==> src/verilog/tcco_pkg.sv <==
// Package for the capture and clock-out timer: constants and carrier types
// Notes on behaviour
// - 16-bit counter, timer or event counter
// - capture, auto-reload, baud-rate modes from control bits
// - capture mode without edges sets overflow flag
// - overflow flag requests interrupt when enabled
// - trigger falling edge captures count bytes
// - trigger edge sets event flag outside up/down use, same interrupt unless down-count bit set
// - no reload in capture mode
// - counter keeps counting after capture
// - clock pin is count input or clock output
// - output frequency is osc over n(65536-reload)
// - capture pair forms reload, high byte upper
// - no interrupt from roll-overs in clock-out mode
// - baud and clock-out share one roll-over rate
// - control register layout, resets to zero
// - mode register clock-out bit1, down-count bit0
// - trigger edge ignored when disabled, level still sets up/down direction; when clocking serial it only sets event flag
package tcco_pkg;

  ////////////////////////////////////////////////////////////////////////////
  // Control register, bit 7 down to bit 0
  typedef struct packed {
    logic overflow_flag;           // Bit 7
    logic external_event_flag;     // Bit 6
    logic rx_clock_select;         // Bit 5
    logic transmit_clock_select;   // Bit 4
    logic external_edge_enable;    // Bit 3
    logic run_control;             // Bit 2
    logic count_source_select;     // Bit 1
    logic capture_reload_select;   // Bit 0
  } tcco_ctrl_t;

  // Mode register, defined low bits only
  typedef struct packed {
    logic clock_out_enable;        // Bit 1
    logic down_count_enable;       // Bit 0
  } tcco_mode_t;

  // Software write strobes with one shared data byte
  typedef struct packed {
    logic       ctrl_we;           // Control register
    logic       mode_we;           // Mode register
    logic       cnt_lo_we;         // Count low byte
    logic       cnt_hi_we;         // Count high byte
    logic       cap_lo_we;         // Capture low register
    logic       cap_hi_we;         // Capture high register
    logic [7:0] data;              // Write data
  } tcco_wr_t;

  ////////////////////////////////////////////////////////////////////////////
  // Reset values
  localparam tcco_ctrl_t CTRL_RESET  = 8'h00;
  localparam tcco_mode_t MODE_RESET  = 2'h0;
  localparam logic [15:0] CNT_RESET  = 16'h0000;
  localparam logic [15:0] CAP_RESET  = 16'h0000;
  localparam logic [15:0] COUNT_MAX  = 16'hFFFF;

  // Oscillator clocks per machine cycle
  localparam int MC_CLKS_6  = 6;
  localparam int MC_CLKS_12 = 12;
  localparam logic [3:0] MC_LAST_6  = 4'(MC_CLKS_6 - 1);
  localparam logic [3:0] MC_LAST_12 = 4'(MC_CLKS_12 - 1);

  // Clock-out divisor n; counter steps every n/2 clocks, pin toggles on roll
  localparam int CLKOUT_N_6  = 2;
  localparam int CLKOUT_N_12 = 4;
  localparam int FAST_DIV_6  = CLKOUT_N_6 / 2;
  localparam int FAST_DIV_12 = CLKOUT_N_12 / 2;

endpackage

==> src/verilog/tcco_pin_sync.sv <==
// Three-stage pin synchroniser with agreement filter
`timescale 1ns/1ps
module tcco_pin_sync
(
  input  wire logic clk,
  input  wire logic rst_n,
  input  wire logic pin,
  output logic      level
);
  import tcco_pkg::*;

  logic s1_reg, s2_reg, s3_reg, lvl_reg;   // Sync chain and filtered level
  logic s1_next, s2_next, s3_next, lvl_next;

  ////////////////////////////////////////////////////////////////////////////
  // Next values: a change counts only when stages two and three agree
  always_comb
  begin
    s1_next  = pin;
    s2_next  = s1_reg;
    s3_next  = s2_reg;
    lvl_next = (s2_reg == s3_reg) ? s3_reg : lvl_reg;
  end

  // Registers; idle level of a pin is high
  always_ff @(posedge clk)
  begin
    if (!rst_n)
    begin
      s1_reg  <= 1'b1;
      s2_reg  <= 1'b1;
      s3_reg  <= 1'b1;
      lvl_reg <= 1'b1;
    end
    else
    begin
      s1_reg  <= s1_next;
      s2_reg  <= s2_next;
      s3_reg  <= s3_next;
      lvl_reg <= lvl_next;
    end
  end

  assign level = lvl_reg;

endmodule

==> src/verilog/tcco_timer.sv <==
// Sixteen-bit timer with capture, reload, baud and clock-out modes
`timescale 1ns/1ps
module tcco_timer
(
  input  wire logic             clk,
  input  wire logic             rst_n,
  input  wire logic             twelve_clock_mode,
  input  wire logic             timer_int_enable,
  input  wire tcco_pkg::tcco_wr_t sw_wr,
  input  wire logic             ext_trigger_pin,
  input  wire logic             clock_out_pin_i,
  output logic                  clock_out_pin_o,
  output logic                  clock_out_pin_oe,
  output tcco_pkg::tcco_ctrl_t  timer_control_reg,
  output tcco_pkg::tcco_mode_t  timer_mode_reg,
  output logic [7:0]            count_low_byte,
  output logic [7:0]            count_high_byte,
  output logic [7:0]            capture_low_reg,
  output logic [7:0]            capture_high_reg,
  output logic                  timer_irq,
  output logic                  baud_tick
);
  import tcco_pkg::*;

  ////////////////////////////////////////////////////////////////////////////
  // State
  tcco_ctrl_t  ctrl_reg, ctrl_next;         // Control register
  tcco_mode_t  mode_reg, mode_next;         // Mode register
  logic [15:0] count_reg, count_next;       // Counter pair
  logic [15:0] cap_reg, cap_next;           // Capture / reload pair
  logic [3:0]  pres_reg, pres_next;         // Machine-cycle prescaler
  logic        half_reg, half_next;         // Half-rate toggle
  logic        trig_prev_reg, trig_prev_next;  // Trigger sample
  logic        cpin_prev_reg, cpin_prev_next;  // Count pin sample
  logic        clk_out_reg, clk_out_next;   // Clock-out level
  logic        oe_reg, oe_next;             // Clock-out drive enable
  logic        irq_reg, irq_next;           // Interrupt request
  logic        baud_reg, baud_next;         // Serial roll-over pulse

  // Filtered pin levels
  logic        trig_lvl;
  logic        cpin_lvl;

  // Decoded conditions
  logic        mtick;          // Last clock of a machine cycle
  logic        fast_tick;      // Step in clock-out or baud mode
  logic        serial_mode;    // Timer clocks the serial port
  logic        clkout_mode;    // Clock output active
  logic        fast_mode;      // Either of the two above
  logic        reload_mode;    // Reload on roll-over
  logic        updown;         // Direction taken from trigger pin
  logic        count_down;     // Counting down this cycle
  logic        trig_fall;      // Qualified trigger falling edge
  logic        cpin_fall;      // Count pin falling edge
  logic        step;           // Counter advances
  logic        roll_up;        // Overflow from all ones
  logic        roll_dn;        // Underflow at reload value
  logic        roll;           // Any roll-over
  logic        ext_evt;        // Trigger event sets the flag
  logic        ext_act;        // Trigger event acts on counter

  ////////////////////////////////////////////////////////////////////////////
  // Pin synchronisers
  tcco_pin_sync u_trig_sync
  (
    .clk   (clk),
    .rst_n (rst_n),
    .pin   (ext_trigger_pin),
    .level (trig_lvl)
  );

  tcco_pin_sync u_cpin_sync
  (
    .clk   (clk),
    .rst_n (rst_n),
    .pin   (clock_out_pin_i),
    .level (cpin_lvl)
  );

  ////////////////////////////////////////////////////////////////////////////
  // Mode decode and event detection
  always_comb
  begin
    // Machine cycle is 6 or 12 oscillator clocks
    mtick = pres_reg == (twelve_clock_mode ? MC_LAST_12 : MC_LAST_6);
    // Fast rate gives osc over n times the span at the pin
    fast_tick = (twelve_clock_mode ? FAST_DIV_12 : FAST_DIV_6) == 1
              ? 1'b1 : half_reg;
    serial_mode = ctrl_reg.rx_clock_select
                | ctrl_reg.transmit_clock_select;
    clkout_mode = mode_reg.clock_out_enable
                & ~ctrl_reg.count_source_select;
    fast_mode   = serial_mode | clkout_mode;
    // Serial or clock-out use forces reload whatever the select bit says
    reload_mode = ~ctrl_reg.capture_reload_select | fast_mode;
    updown      = reload_mode & ~fast_mode
                & mode_reg.down_count_enable;
    count_down  = updown & ~trig_lvl;
    // Pins are looked at on machine ticks only
    trig_fall   = mtick & trig_prev_reg & ~trig_lvl;
    cpin_fall   = mtick & cpin_prev_reg & ~cpin_lvl;
    // Timer counts machine cycles or fast ticks, counter counts pin edges
    if (!ctrl_reg.run_control)
      step = 1'b0;
    else if (ctrl_reg.count_source_select)
      step = cpin_fall;
    else if (fast_mode)
      step = fast_tick;
    else
      step = mtick;
    roll_up = step & ~count_down & (count_reg == COUNT_MAX);
    roll_dn = step & count_down & (count_reg == cap_reg);
    roll    = roll_up | roll_dn;
    // In up/down use the pin is a direction, not an event
    ext_evt = ctrl_reg.external_edge_enable & trig_fall & ~updown;
    ext_act = ext_evt & ~serial_mode;
  end

  ////////////////////////////////////////////////////////////////////////////
  // Counter and capture pair next values
  always_comb
  begin
    count_next = count_reg;
    cap_next   = cap_reg;
    if (roll_up)
    begin
      // Capture mode wraps to zero with no reload
      count_next = reload_mode ? cap_reg : CNT_RESET;
    end
    else if (roll_dn)
      count_next = COUNT_MAX;
    else if (step)
      count_next = count_down ? count_reg - 16'h0001
                              : count_reg + 16'h0001;
    // Trigger edge: reload in reload mode, capture otherwise
    if (ext_act && reload_mode)
      count_next = cap_reg;
    if (ext_act && !reload_mode)
      cap_next = count_reg;
    // Software writes take the byte lanes they name
    if (sw_wr.cnt_lo_we)
      count_next[7:0] = sw_wr.data;
    if (sw_wr.cnt_hi_we)
      count_next[15:8] = sw_wr.data;
    if (sw_wr.cap_lo_we)
      cap_next[7:0] = sw_wr.data;
    if (sw_wr.cap_hi_we)
      cap_next[15:8] = sw_wr.data;
  end

  ////////////////////////////////////////////////////////////////////////////
  // Control, mode, flags and pin outputs next values
  always_comb
  begin
    ctrl_next = ctrl_reg;
    mode_next = mode_reg;
    if (sw_wr.ctrl_we)
      ctrl_next = tcco_ctrl_t'(sw_wr.data);
    if (sw_wr.mode_we)
      mode_next = tcco_mode_t'(sw_wr.data[1:0]);
    // Roll-overs in clock-out or baud use never set the flag
    if (roll && !fast_mode)
      ctrl_next.overflow_flag = 1'b1;
    // Flag set on trigger events, toggled on up/down rolls; clearing is otherwise software's job
    if (ext_evt)
      ctrl_next.external_event_flag = 1'b1;
    else if (roll && updown)
      ctrl_next.external_event_flag = ~ctrl_reg.external_event_flag;
    // Event flag does not interrupt in up/down use
    irq_next = timer_int_enable
             & (ctrl_next.overflow_flag
                | (ctrl_next.external_event_flag
                   & ~mode_next.down_count_enable));
    // Pin toggles each roll-over for a 50% duty clock
    clk_out_next = (clkout_mode && roll) ? ~clk_out_reg
                                         : clk_out_reg;
    oe_next      = clkout_mode;
    baud_next    = roll & serial_mode;
    pres_next    = mtick ? 4'h0 : pres_reg + 4'h1;
    half_next    = ~half_reg;
    trig_prev_next = mtick ? trig_lvl : trig_prev_reg;
    cpin_prev_next = mtick ? cpin_lvl : cpin_prev_reg;
  end

  ////////////////////////////////////////////////////////////////////////////
  // Registers
  always_ff @(posedge clk)
  begin
    if (!rst_n)
    begin
      ctrl_reg      <= CTRL_RESET;
      mode_reg      <= MODE_RESET;
      count_reg     <= CNT_RESET;
      cap_reg       <= CAP_RESET;
      pres_reg      <= 4'h0;
      half_reg      <= 1'b0;
      trig_prev_reg <= 1'b1;
      cpin_prev_reg <= 1'b1;
      clk_out_reg   <= 1'b1;
      oe_reg        <= 1'b0;
      irq_reg       <= 1'b0;
      baud_reg      <= 1'b0;
    end
    else
    begin
      ctrl_reg      <= ctrl_next;
      mode_reg      <= mode_next;
      count_reg     <= count_next;
      cap_reg       <= cap_next;
      pres_reg      <= pres_next;
      half_reg      <= half_next;
      trig_prev_reg <= trig_prev_next;
      cpin_prev_reg <= cpin_prev_next;
      clk_out_reg   <= clk_out_next;
      oe_reg        <= oe_next;
      irq_reg       <= irq_next;
      baud_reg      <= baud_next;
    end
  end

  ////////////////////////////////////////////////////////////////////////////
  // Outputs, all straight from registers
  assign timer_control_reg = ctrl_reg;
  assign timer_mode_reg    = mode_reg;
  assign count_low_byte    = count_reg[7:0];
  assign count_high_byte   = count_reg[15:8];
  assign capture_low_reg   = cap_reg[7:0];
  assign capture_high_reg  = cap_reg[15:8];
  assign clock_out_pin_o   = clk_out_reg;
  assign clock_out_pin_oe  = oe_reg;
  assign timer_irq         = irq_reg;
  assign baud_tick         = baud_reg;

endmodule

==> config.mk <==
export PLATFORM = sky130hd
export DESIGN_NAME = tcco_timer
export DESIGN_NICKNAME = d
export VERILOG_FILES = /design/src/verilog/tcco_pkg.sv /design/src/verilog/tcco_pin_sync.sv /design/src/verilog/tcco_timer.sv
export SDC_FILE = /design/constraint.sdc
export NUM_CORES = 1
export LEC_CHECK = 0
export ABC_AREA = 1
export BUFFER_PORTS_ARGS = -buffer_cell sky130_fd_sc_hd__buf_2
export CAP_MARGIN = 20
export CORE_MARGIN = 2
export CORE_UTILIZATION = 25
export DETAILED_ROUTE_END_ITERATION = 7
export PLACE_DENSITY = 0.44
export SLEW_MARGIN = 20
export SYNTH_ARGS = -nofsm -noshare
export SYNTH_HDL_FRONTEND = slang
export SYNTH_SLANG_ARGS = --single-unit
==> constraint.sdc <==
create_clock -name clk -period 2.7 [get_ports clk]
set_clock_uncertainty 0.1 [all_clocks]
set_input_delay 0.405 -clock clk [delete_from_list [all_inputs] [get_ports clk]]
set_output_delay 0.405 -clock clk [all_outputs]
set_load 0.02 [all_outputs]
Yosys cells after proc, flatten, opt, wreduce, memory -nomap -nowiden
Cells that the tools add are included.
Storage, ports and cells
  input port bits: 20
  logic and storage cells: 109
  flip-flop bits (word level): 61
Cells by class
  add/subtract/negate cells: 3
  equality and inequality tests: 6
  bitwise operators: 36
  mux-type cells: 22
  reduce and logical (&&, ||, !) cells: 12
Operators with widths (number)
  $mux 16: 7
  $mux 8: 5
  $and 1x1->1: 18
  $add 16x1->16 const B: 1
  $eq 16x16->1: 1
  $eq 16x16->1 const B: 1
  $sub 16x1->16 const B: 1
  $not 1->1: 13
  $reduce_bool 5->1: 2
  $mux 1: 8
  $logic_and 1x1->1: 5
  $or 1x1->1: 5
  $add 4x1->4 const B: 1
  $eq 4x4->1: 1
  $mux 4: 1
  $reduce_bool 2->1: 2
  $eq 1x1->1: 2
  $eq 2x1->1 const B: 1
  $logic_not 1->1: 2
  $mux 2: 1
  $reduce_or 2->1: 1

Logic depth before layout (Yosys ltp)
Gate-level depths: netlist of run 1.
  word-level depth: 17
  gate-level depth with buffers: 20

Modules after synthesis
A second synthesis of run 1 with hierarchy kept.
Unflattened totals
  cell total of the unflattened synthesis: 682
  area, all modules: 4291.6 µm²
By module, submodules not included
  tcco_timer: sequential area each 1061.0 µm², area an instance 4023.9 µm², cells an instance 648, instances 1
  tcco_pin_sync: sequential area each 80.1 µm², area an instance 133.9 µm², cells an instance 17, instances 2

Least setup slack after synthesis of run 1
Ideal clock, no wire load.
  path kind: reg2reg
  from: register ctrl_reg, in the netlist timer_control_reg[1]
  to: register count_reg[6]
  stages on the path, launching flop included: 18
  setup slack: 0.395 ns
  clock period less this slack: 2.305 ns
  data arrival time: 2.083 ns
  library setup time: 0.122 ns
  required time: 2.478 ns
  path buffers: 0
  cells stage by stage: dfxtp_1 -> inv_2 -> nand2_4 -> nand2_4 -> nor2_8 -> nand3_1 -> nand2_1 -> inv_1 -> ha_1 -> inv_1 -> nand2_1 -> nand3_1 -> nand2_1 -> xor2_1 -> o21ai_0 -> nand2_1 -> o21ai_0 -> a21oi_1
Between the ends
  cells in the longest elaborated chain, start to end: 13
  elaborated cells on any way between the ends: 28
  classes of those cells: 10 x mux; 16 x bitwise; 2 x reduce/logical
RTL lines
  start, declared: line tcco_timer.sv:27  | tcco_ctrl_t ctrl_reg, ctrl_next;
  start signal, assigned: line tcco_timer.sv:206  | ctrl_reg <= ctrl_next;
  $not 1->1: line tcco_timer.sv:92  | & ~ctrl_reg.count_source_select;
  $and 1x1->1: line tcco_timer.sv:92
  $or 1x1->1: line tcco_timer.sv:93  | fast_mode = serial_mode | clkout_mode;
  $or 1x1->1 or $not 1->1 (tied branches): line tcco_timer.sv:95, tcco_timer.sv:96
  $and 1x1->1: line tcco_timer.sv:96  | updown = reload_mode & ~fast_mode
  $and 1x1->1: line tcco_timer.sv:97  | & mode_reg.down_count_enable;
  $and 1x1->1: line tcco_timer.sv:98  | count_down = updown & ~trig_lvl;
  $mux 16 (tied with other cells): line tcco_timer.sv:133  | count_next = count_down ? count_reg - 16'h0001
  $mux 16 (tied with other cells): line tcco_timer.sv:132  | else if (step)
  $mux 16 or $and 1x1->1 (tied branches): line tcco_timer.sv:130, tcco_timer.sv:111
  $mux 16: line tcco_timer.sv:125  | if (roll_up)
  $mux 16: line tcco_timer.sv:136  | if (ext_act && reload_mode)
  $mux 8: line tcco_timer.sv:141  | if (sw_wr.cnt_lo_we)
  end signal, assigned: line tcco_timer.sv:208  | count_reg <= count_next;
  end, declared: line tcco_timer.sv:29  | logic [15:0] count_reg, count_next;
Several ways; a longest one is shown, not always the timed one. The select of a mux whose other input is x is not followed.
A chain may end at the register's enable or synchronous reset.

Final worst setup path of run 1
  from: register ctrl_reg, in the netlist timer_control_reg[1]
  to: register count_reg[10]
Between the ends
  cells in the longest elaborated chain, start to end: 13
  elaborated cells on any way between the ends: 28
  classes of those cells: 10 x mux; 16 x bitwise; 2 x reduce/logical
RTL lines
  $not 1->1: line tcco_timer.sv:92
  $and 1x1->1: line tcco_timer.sv:92
  $or 1x1->1: line tcco_timer.sv:93
  $or 1x1->1 or $not 1->1 (tied branches): line tcco_timer.sv:95, tcco_timer.sv:96
  $and 1x1->1: line tcco_timer.sv:96
  $and 1x1->1: line tcco_timer.sv:97
  $and 1x1->1: line tcco_timer.sv:98
  $mux 16 (tied with other cells): line tcco_timer.sv:133
  $mux 16 (tied with other cells): line tcco_timer.sv:132
  $mux 16 or $and 1x1->1 (tied branches): line tcco_timer.sv:130, tcco_timer.sv:111
  $mux 16: line tcco_timer.sv:125
  $mux 16: line tcco_timer.sv:136
  $mux 8: line tcco_timer.sv:143  | if (sw_wr.cnt_hi_we)
Several ways; a longest one is shown, not always the timed one. The select of a mux whose other input is x is not followed.

==> impl_metrics.ini, run 1 <==
[yosys]
synth_ff_type = dfxtp_1
synth_top_area_share_pct = 28.55
avgSynthCellArea_um2 = 6.356
synth_top_cell_by_area = dfxtp_1
async_flop_share_pct = 0
synth_most_common_cell = nand2_1
synth_nets = 695
synth_edf_count = 0
syn_area_mm2 = 0.004278
synth_common_cells = 199 x nand2_1, 61 x dfxtp_1, 58 x inv_1
synth-simple-area-share_pct = 37.29
synth_cells = 673
yosysWarnings = 0
synth-compound-area-share_pct = 18.95
ys_top_cells_by_area = dfxtp_1 29%, nand2_1 17%, a21oi_1 6.4%
synthXorXnorAreaFrac_pct = 4.270
ys_ff_latch = 61
synth_top_family_by_area = simple AND/OR/NAND/NOR gates
synthMuxAreaShare_pct = 0
synth_cell_types = 46
synthAdderAreaFrac_pct = 0.5850
ys_seq_area_share_pct = 28.55

[pwr]
leakage_nw = 2.444
powerDensity_mw_per_mm2 = 547.6
power_w = 0.002838
vdd_drop_max_v = 0.0003884

[cells_and_area]
diodes = 0
syn_to_final_growth_pct = 21.18
fin_nets = 765
drive_above_1_share_pct = 20.99

[setup_path]
critPathLaunchType = register
cp.arrival_ps = 2600
reg2reg_to = count_reg[10]
r2r_slack_ps = 210
worst_ep_required_time_ps = 2800
crit_fanout = 5
cp-end-kind = register
reg2reg_from = timer_control_reg[1]
ff2ff_path_depth = 20
critical_path_class = reg -> reg

[place]
hpwl_um = 12830
place.gp.congestion = 0.9458
io_buffers = 65

[cts]
path_clk_slew_ps = 60
cts_made_buffers = 9
cts_sinks = 61
cts.path.max_buffers = 2
cts_tree = built
htreeDepth = 3
ctsHoldBuffers = 0
clk_latency_ps = 330
root_buffer = clkbuf_16

[worst_hold_path]
hp-class = in -> reg
holdPathStages = 2
hold_start = clock_out_pin_i
worst_hold_path.endpoint = u_cpin_sync.s1_reg

[floorplanning]
die_h_um = 134.8
row_count = 47
core_area_mm2 = 0.01664
dieWidth_um = 134.8
start_util_pct = 25.70
pin_count = 66
dieArea_mm2 = 0.01817

[status]
status = finished, final reports clean

[global_route]
overflow = 0
grt_pass1_vias = 4538
grt_max_degree = 43
grt_pass1_wl_um = 25590
grt_util_all_layers_pct = 18.28
antenna_found_initial = 0

[timing]
max_freq_ghz = 0.4015
finalHoldViolations = 0
slew_headroom_pct = 56.31
setup_tns_ps = 0
tightest_slew_ps = 646.9
rsz0062_at_grt = no
slew_violations = 0
setup_violations = 0
final.min_clock_period_ps = 2491
fin_crit_sh_pct = 92.25

[routing]
drt_iter0_markers = 316
first_pass_iters = 7
wl_per_cell_um = 16.92
via_per_inst = 4.923
drtAntennaViolNets = 0
totalWireLength_um = 16380
drc = 0
vias = 4765

[job]
cap_viol_max_count = 0
layout make-up:
class | instances | area (um^2)
clock buffer | 10 | 229.0
clock inverter | 6 | 63.81
fill | 1863 | 11460
inverter | 68 | 255.2
multi-input combinational | 512 | 2619
sequential | 61 | 1221
tap | 220 | 275.3
timing repair buffer | 91 | 520.5
cells in the final DEF (no fill, tap or decap), types with 4 or more instances in the layout:
cell,count
nor2_1,41
o41ai_1,6
nand2_2,11
clkbuf_16,9
a21oi_1,55
a41oi_1,4
nor3_1,7
nor4_1,7
nand4_1,8
xor2_1,8
buf_2,65
nand3_1,40
o21ai_0,54
nand3_2,6
buf_4,26
dfxtp_1,61
xnor2_1,11
or2_2,9
inv_2,7
inv_1,58
nand2_1,199
a31oi_1,16
worst max-delay path: stages (launching register included):
cell     delay (ps)
dfxtp_1         400
inv_2            80
nand2_4         120
nand2_4         110
nor2_8          150
nand3_2         110
nand2_1          90
inv_1            40
ha_1            160
inv_1            50
nand2_1          90
nand3_1         100
nand2_1         130
nand2_1          90
nand2_1          60
nand2_1          80
nand2_1          50
o21ai_1         140
nand2_1          70
nand2_1          60
a21oi_1          70
worst max-delay path by stage:
stage,slack [ps],end,startpoint
finish,210,count_reg[10],timer_control_reg[1]
global route,50,count_reg[10],timer_control_reg[1]
global placement,120,count_reg[10],timer_control_reg[1]
detailed placement,100,count_reg[10],timer_control_reg[1]
CTS,90,count_reg[10],timer_control_reg[1]
floorplan,400,count_reg[6],timer_control_reg[1]
where the power goes:
group,switching [W],internal (W)
clock network,0.000437,0.000712
logic,0.000433,0.000210
registers,0.0000850,0.000961
total,0.000954,0.00188
logic make-up after synthesis:
logic type	after synthesis
xor gates and xnor gates	20
buffers and inverters	100
and+or+nand+nor	346
adders and majority gates	2
DFF	61
AOI/OAI and AO/OA	144
through the flow:
stage / area (um^2) / util, % / hold WS [ps] / std cells / worst slack, ps
after global routing: 5184 / 31.15 / 162.9 / 968 / 46.27
after CTS: 5164 / 31.03 / 151.2 / 966 / 90.99
after detailed placement: 4871 / 29.27 / 298.5 / 950 / 96.24
final: 5184 / 31.15 / 159.4 / 968 / 209.3
after floorplan: 4278 / - / 292.5 / 673 / 395.4
after global placement: 4871 / 29.27 / 296.4 / 950 / 116.8
per-layer routing:
metal	routed length (um)	GRT usage, %
met4	698	9.532
met1	7548	24.90
met2	7231	27.98
met5	0	0
met3	900	2.628
repair_timing:
action / CTS / global route
buffers inserted: 0 / 2
endpoints found under the setup margin: 0 / 6
hold endpoints to repair: 0 / 0
gates resized for setup: 0 / 1
Note: power is estimated with default switching activity, not from simulation.
==> run 2, diff against run 1 <==
- ABC_AREA: 1 -> default
- SETUP_SLACK_MARGIN: default -> 0.02
==> run 2 against run 1 <==
Critical path type unchanged. Fmax fell by 2.5%. Combinational power decreased by 23%. Global-route usage is essentially flat. Sequential share of layout area rose by 1.6 points. First-iteration DRC count fell by 30%. Setup slack worse by 63 ps. Sequential cell count unchanged. Final area fell by 5.7%. Non-clock buffer count is 18 higher.
==> impl_metrics.ini, run 2 <==
[cts]
cts_sinks = 61
cts_made_buffers = 9
path_clk_slew_ps = 50
cts_tree = built
htreeDepth = 3
root_buffer = clkbuf_16
cts.path.max_buffers = 2
ctsHoldBuffers = 0
clk_latency_ps = 340

[yosys]
synth_top_cell_by_area = dfxtp_1
ys_top_cells_by_area = dfxtp_1 32%, mux2i_1 7.8%, xnor2_1 5.7%
synth_common_cells = 61 x dfxtp_1, 48 x nor2_1, 36 x nand2_1
synth_nets = 485
synth_most_common_cell = dfxtp_1
synth_edf_count = 0
syn_area_mm2 = 0.003831
synth_ff_type = dfxtp_1
synth_top_area_share_pct = 31.87
yosysWarnings = 0
avgSynthCellArea_um2 = 8.275
synth_cells = 463
async_flop_share_pct = 0
ys_ff_latch = 61
synth_cell_types = 69
ys_seq_area_share_pct = 31.87

[timing]
fin_crit_sh_pct = 94.60
finalHoldViolations = 0
setup_tns_ps = 0
rsz0062_at_grt = yes
slew_violations = 0
setup_violations = 0
final.min_clock_period_ps = 2554
slew_headroom_pct = 68.51
max_freq_ghz = 0.3915
tightest_slew_ps = 471.9

[routing]
drt_iter0_markers = 221
vias = 3941
wl_per_cell_um = 19.78
via_per_inst = 5.318
drtAntennaViolNets = 0
first_pass_iters = 4
drc = 0
totalWireLength_um = 14660

[job]
cap_viol_max_count = 0

[cells_and_area]
diodes = 0
syn_to_final_growth_pct = 27.60
drive_above_1_share_pct = 30.02
nFillCells = 1606
layout_commonest_cell = buf_2
final_cell_mix = 65 x buf_2, 58 x dfxtp_1, 46 x nor2_1
final_cells = 741
fin_nets = 570

[global_route]
grt_pass1_wl_um = 22910
overflow = 0
antenna_found_initial = 0
grt_util_all_layers_pct = 18.28
grt_max_degree = 33
grt_pass1_vias = 3957

[place]
place.gp.congestion = 0.9078
hpwl_um = 10910
io_buffers = 65
dp_cells = 723

[floorplanning]
dieWidth_um = 127.8
pin_count = 66
start_util_pct = 25.39
core_area_mm2 = 0.01509
dieArea_mm2 = 0.01633
row_count = 45
die_h_um = 127.8

[setup_path]
slowest_delay_ps = 380
critPathLaunchType = register
crit_chain = nand2b_4 -> nand4_1 -> xnor2_1 -> ha_1 -> or3_4 -> nor3_1 -> buf_4 -> mux2i_1 -> xnor2_1 -> a21oi_1 -> a311oi_1
critical_path_class = reg -> reg
worst_ep_required_time_ps = 2840
cp-end-kind = register
crit_fanout = 7
cp.arrival_ps = 2690
path_common_cell = xnor2_1
critPathSlowestCell = or3_4

[worst_hold_path]
hp-class = in -> reg

[pwr]
powerDensity_mw_per_mm2 = 527.2
leakage_nw = 2.038
vdd_drop_max_v = 0.0002589

[status]
status = finished, final reports clean
==> run 2: cell types whose count changed after synthesis, moves of 9 or more <==
cell	before	now
nand2_2	11	2
o21ai_0	54	18
mux2_2	0	17
or2_2	9	0
nand3_1	41	10
clkbuf_1	7	18
inv_1	58	8
nand2_1	199	36
xnor2_1	11	25
and3_1	0	14
a31oi_1	16	4
a21oi_1	55	23
mux2i_1	0	30
==> run 2: cell type report <==
type / instances / area (um^2) / area share [%]
multi-input cells: 359 / 2470 / 50.52
flip-flops and latches: 61 / 1227 / 25.11
repair buffers: 109 / 655.6 / 13.41
clock buffers: 11 / 242.7 / 4.965
well taps: 188 / 235.2 / 4.812
inverters: 8 / 30.03 / 0.6143
clock inverters: 5 / 27.53 / 0.5631
==> run 2: through the flow <==
step	total power (W)	utilization (%)	setup slack, ps	instance area [um^2]	hold WS, ps
2_1_floorplan	0.001328	-	21.58	3852	286.3
3_3_place_gp	0.001524	30.24	156.3	4563	289.4
3_5_place_dp	0.001524	30.24	120.0	4563	295.9
4_1_cts	0.002591	32.03	114.9	4833	148.0
5_1_grt	0.002691	32.40	7.207	4888	167.0
6_report	0.002577	32.40	145.9	4888	154.4
==> run 2: critical path: cells and delay by family, from the launching register on <==
family	cells	cell delay (ps)
and+or+nand+nor	4	840
DFF	1	370
xor gates and xnor gates	2	370
AOI/OAI and AO/OA	2	330
adders and majority gates	1	220
buffers and inverters	1	150
muxes	1	70
==> run 2: final timing paths <==
path | start | end | slack, ps | cells after the start
hold / removal | ext_trigger_pin | u_trig_sync.s1_reg | 150 | 2
setup reg to reg | timer_control_reg[1] | count_reg[8] | 150 | 11
hold reg to reg | u_cpin_sync.s1_reg | u_cpin_sync.s2_reg | 310 | 1
setup / recovery | timer_control_reg[1] | count_reg[8] | 150 | 11
==> run 2: kinds of logic (layout without fill, tap and decap cells) <==
family          count (synthesis)  count (layout)  share of synthesized area, %
simple gates                  178             178                         24.46
xor+xnor                       28              28                         6.401
flops                          61              61                         31.87
fa+ha+maj                       2               2                        0.6531
mux                            47              47                         12.83
compound gates                104             104                         18.84
buf+inv                        43             133                         4.931
==> run 2: what timing repair did <==
item | CTS | global route
gates resized for setup | 0 | 9
buffers inserted | 0 | 2
endpoints found under the setup margin | 0 | 5
==> run 2: routing by layer <==
metal	GRT usage (%)	routed length (um)	vias up
met4	7.886	488	0
met5	0	0	-
met1	23.21	6333	1892
met3	3.297	877	34
li1	-	-	1867
met2	30.39	6957	148
==> run 2: power by group <==
part	switching [W]	internal, W
combinational	0.000293	0.000199
clock	0.000420	0.000639
sequential	0.0000742	0.000952
total	0.000787	0.00179
==> run 3, diff against run 2 <==
- CELL_PAD_IN_SITES_DETAIL_PLACEMENT: default -> 0
- CELL_PAD_IN_SITES_GLOBAL_PLACEMENT: default -> 1
- PLACE_DENSITY: 0.44 -> 0.54
==> run 3 against run 2 <==
Register-to-register slack improved by 40 ps. Highest routed layer unchanged. Combinational power rose by 2%. Critical path depth decreased by 3. Critical path type unchanged. Fmax up 1.7%. Sequential power barely moved. Global-route usage grew 0.64 points. First-iteration DRC count up 3.6%. Sequential share of layout area decreased by 0.28 points. Setup slack improved by 42 ps.
==> impl_metrics.ini, run 3 (synthesized netlist as in run 2, its figures left out) <==
[status]
status = finished, final reports clean

[routing]
drc = 0
drtAntennaViolNets = 0
via_per_inst = 5.293
drt_iter0_markers = 229
totalWireLength_um = 15100
first_pass_iters = 4
wl_per_cell_um = 20.38
vias = 3922

[global_route]
grt_util_all_layers_pct = 18.91
grt_pass1_vias = 3928
grt_max_degree = 33
antenna_found_initial = 0
grt_use_met1_pct = 25.21
overflow = 0
grt_pass1_wl_um = 23490
grt.busiest_layer = met2
grt_util_met3_pct = 3.631
grtUsageMet2_pct = 29.35

[pwr]
powerDensity_mw_per_mm2 = 562.9
power_w = 0.002783
leakage_nw = 2.055
vdd_drop_max_v = 0.0002366

[floorplanning]
core_area_mm2 = 0.01509
pin_count = 66
dieArea_mm2 = 0.01633
start_util_pct = 25.39
row_count = 45
die_h_um = 127.8
dieWidth_um = 127.8

[timing]
hold_slack_ps = 146.3
final.min_clock_period_ps = 2512
max_freq_ghz = 0.3980
finalHoldViolations = 0
slew_violations = 0
tightest_slew_ps = 884.1
fin_crit_sh_pct = 93.05
rsz0062_at_grt = no
setup_slack_ps = 187.6
setup_violations = 0
slew_headroom_pct = 41.00

[cts]
cts_made_buffers = 9
ctsHoldBuffers = 0
cts_sinks = 61
htreeDepth = 3
root_buffer = clkbuf_16
clk_latency_ps = 340
post_cts_buffers = 0
cts.path.max_buffers = 2
cts_tree = built
path_clk_slew_ps = 60

[setup_path]
critPathLaunchType = register
crit_fanout = 9
reg2reg_from = count_reg[2]
crit_start = count_reg[2]
critical_path_class = reg -> reg
cp-end-kind = register
worst_ep_required_time_ps = 2840
cp.arrival_ps = 2650
endpoint = count_reg[8]
reg2reg_to = count_reg[8]
ff2ff_path_depth = 8
r2r_slack_ps = 190

[worst_hold_path]
hold_start = ext_trigger_pin
hp-class = in -> reg

[cells_and_area]
drive_above_1_share_pct = 29.84
final_cells = 741
layout_commonest_cell = buf_2
syn_to_final_growth_pct = 29.03
final_cell_mix = 65 x buf_2, 58 x dfxtp_1, 48 x nor2_1
diodes = 0
utilization_pct = 32.76
fin_nets = 570

[place]
dp_cells = 725
dpl_worst_slack_ps = -17.06
place.gp.congestion = 0.9098
io_buffers = 65
hpwl_um = 11120

[job]
cap_viol_max_count = 0
==> run 3: report_power, final <==
group	switching (W)	leakage, nW	internal (W)
Clock	0.000425	0.153	0.000832
Sequential	0.0000740	0.504	0.000953
Combinational	0.000300	1.40	0.000200
Total	0.000799	2.05	0.00198
==> run 3: timing repair <==
action,CTS,global route
endpoints found under the setup margin,1,16
pin swaps,0,2
gates resized for setup,1,10
==> run 3: layout make-up <==
cell class                 count  area (um^2)
clock buffer                  12        246.5
clock inverter                 4        72.57
fill                        1587        10150
inverter                       8        30.03
multi-input combinational    359         2476
sequential                    61         1227
tap                          188        235.2
timing repair buffer         109        655.6
==> run 3: worst max-delay path, stage by stage, from the launching register on <==
cell and delay, ps:
dfxtp_1 560, xnor2_1 160, nand4_1 160, nor3_1 320, nand2_1 240, a21oi_4 320, buf_4 190, nor2_1 40
a311oi_1 300
==> run 3: how the worst min path moves through the flow <==
stage,end,slack (ps),cells past startpoint
final,u_trig_sync.s1_reg,150,2
after global routing,u_cpin_sync.s1_reg,140,2
after CTS,u_cpin_sync.s1_reg,140,2
after detailed placement,u_trig_sync.s2_reg,300,1
after global placement,u_cpin_sync.s2_reg,290,1
after floorplan,u_cpin_sync.s2_reg,290,1
==> run 3: metal layers <==
| metal | routed length [um] | up-vias |
|---|---|---|
| li1 | - | 1870 |
| met1 | 7072 | 1885 |
| met2 | 6746 | 131 |
| met3 | 746 | 36 |
| met4 | 535 | 0 |
| met5 | 0 | - |
==> run 3: metrics by stage <==
| stage | area (um^2) | TNS, ps |
|---|---|---|
| after detailed placement | 4578 | -17.06 |
| after CTS | 4902 | 0 |
| after floorplan | 3852 | 0 |
| after global routing | 4943 | 0 |
| after global placement | 4578 | 0 |
| final | 4943 | 0 |
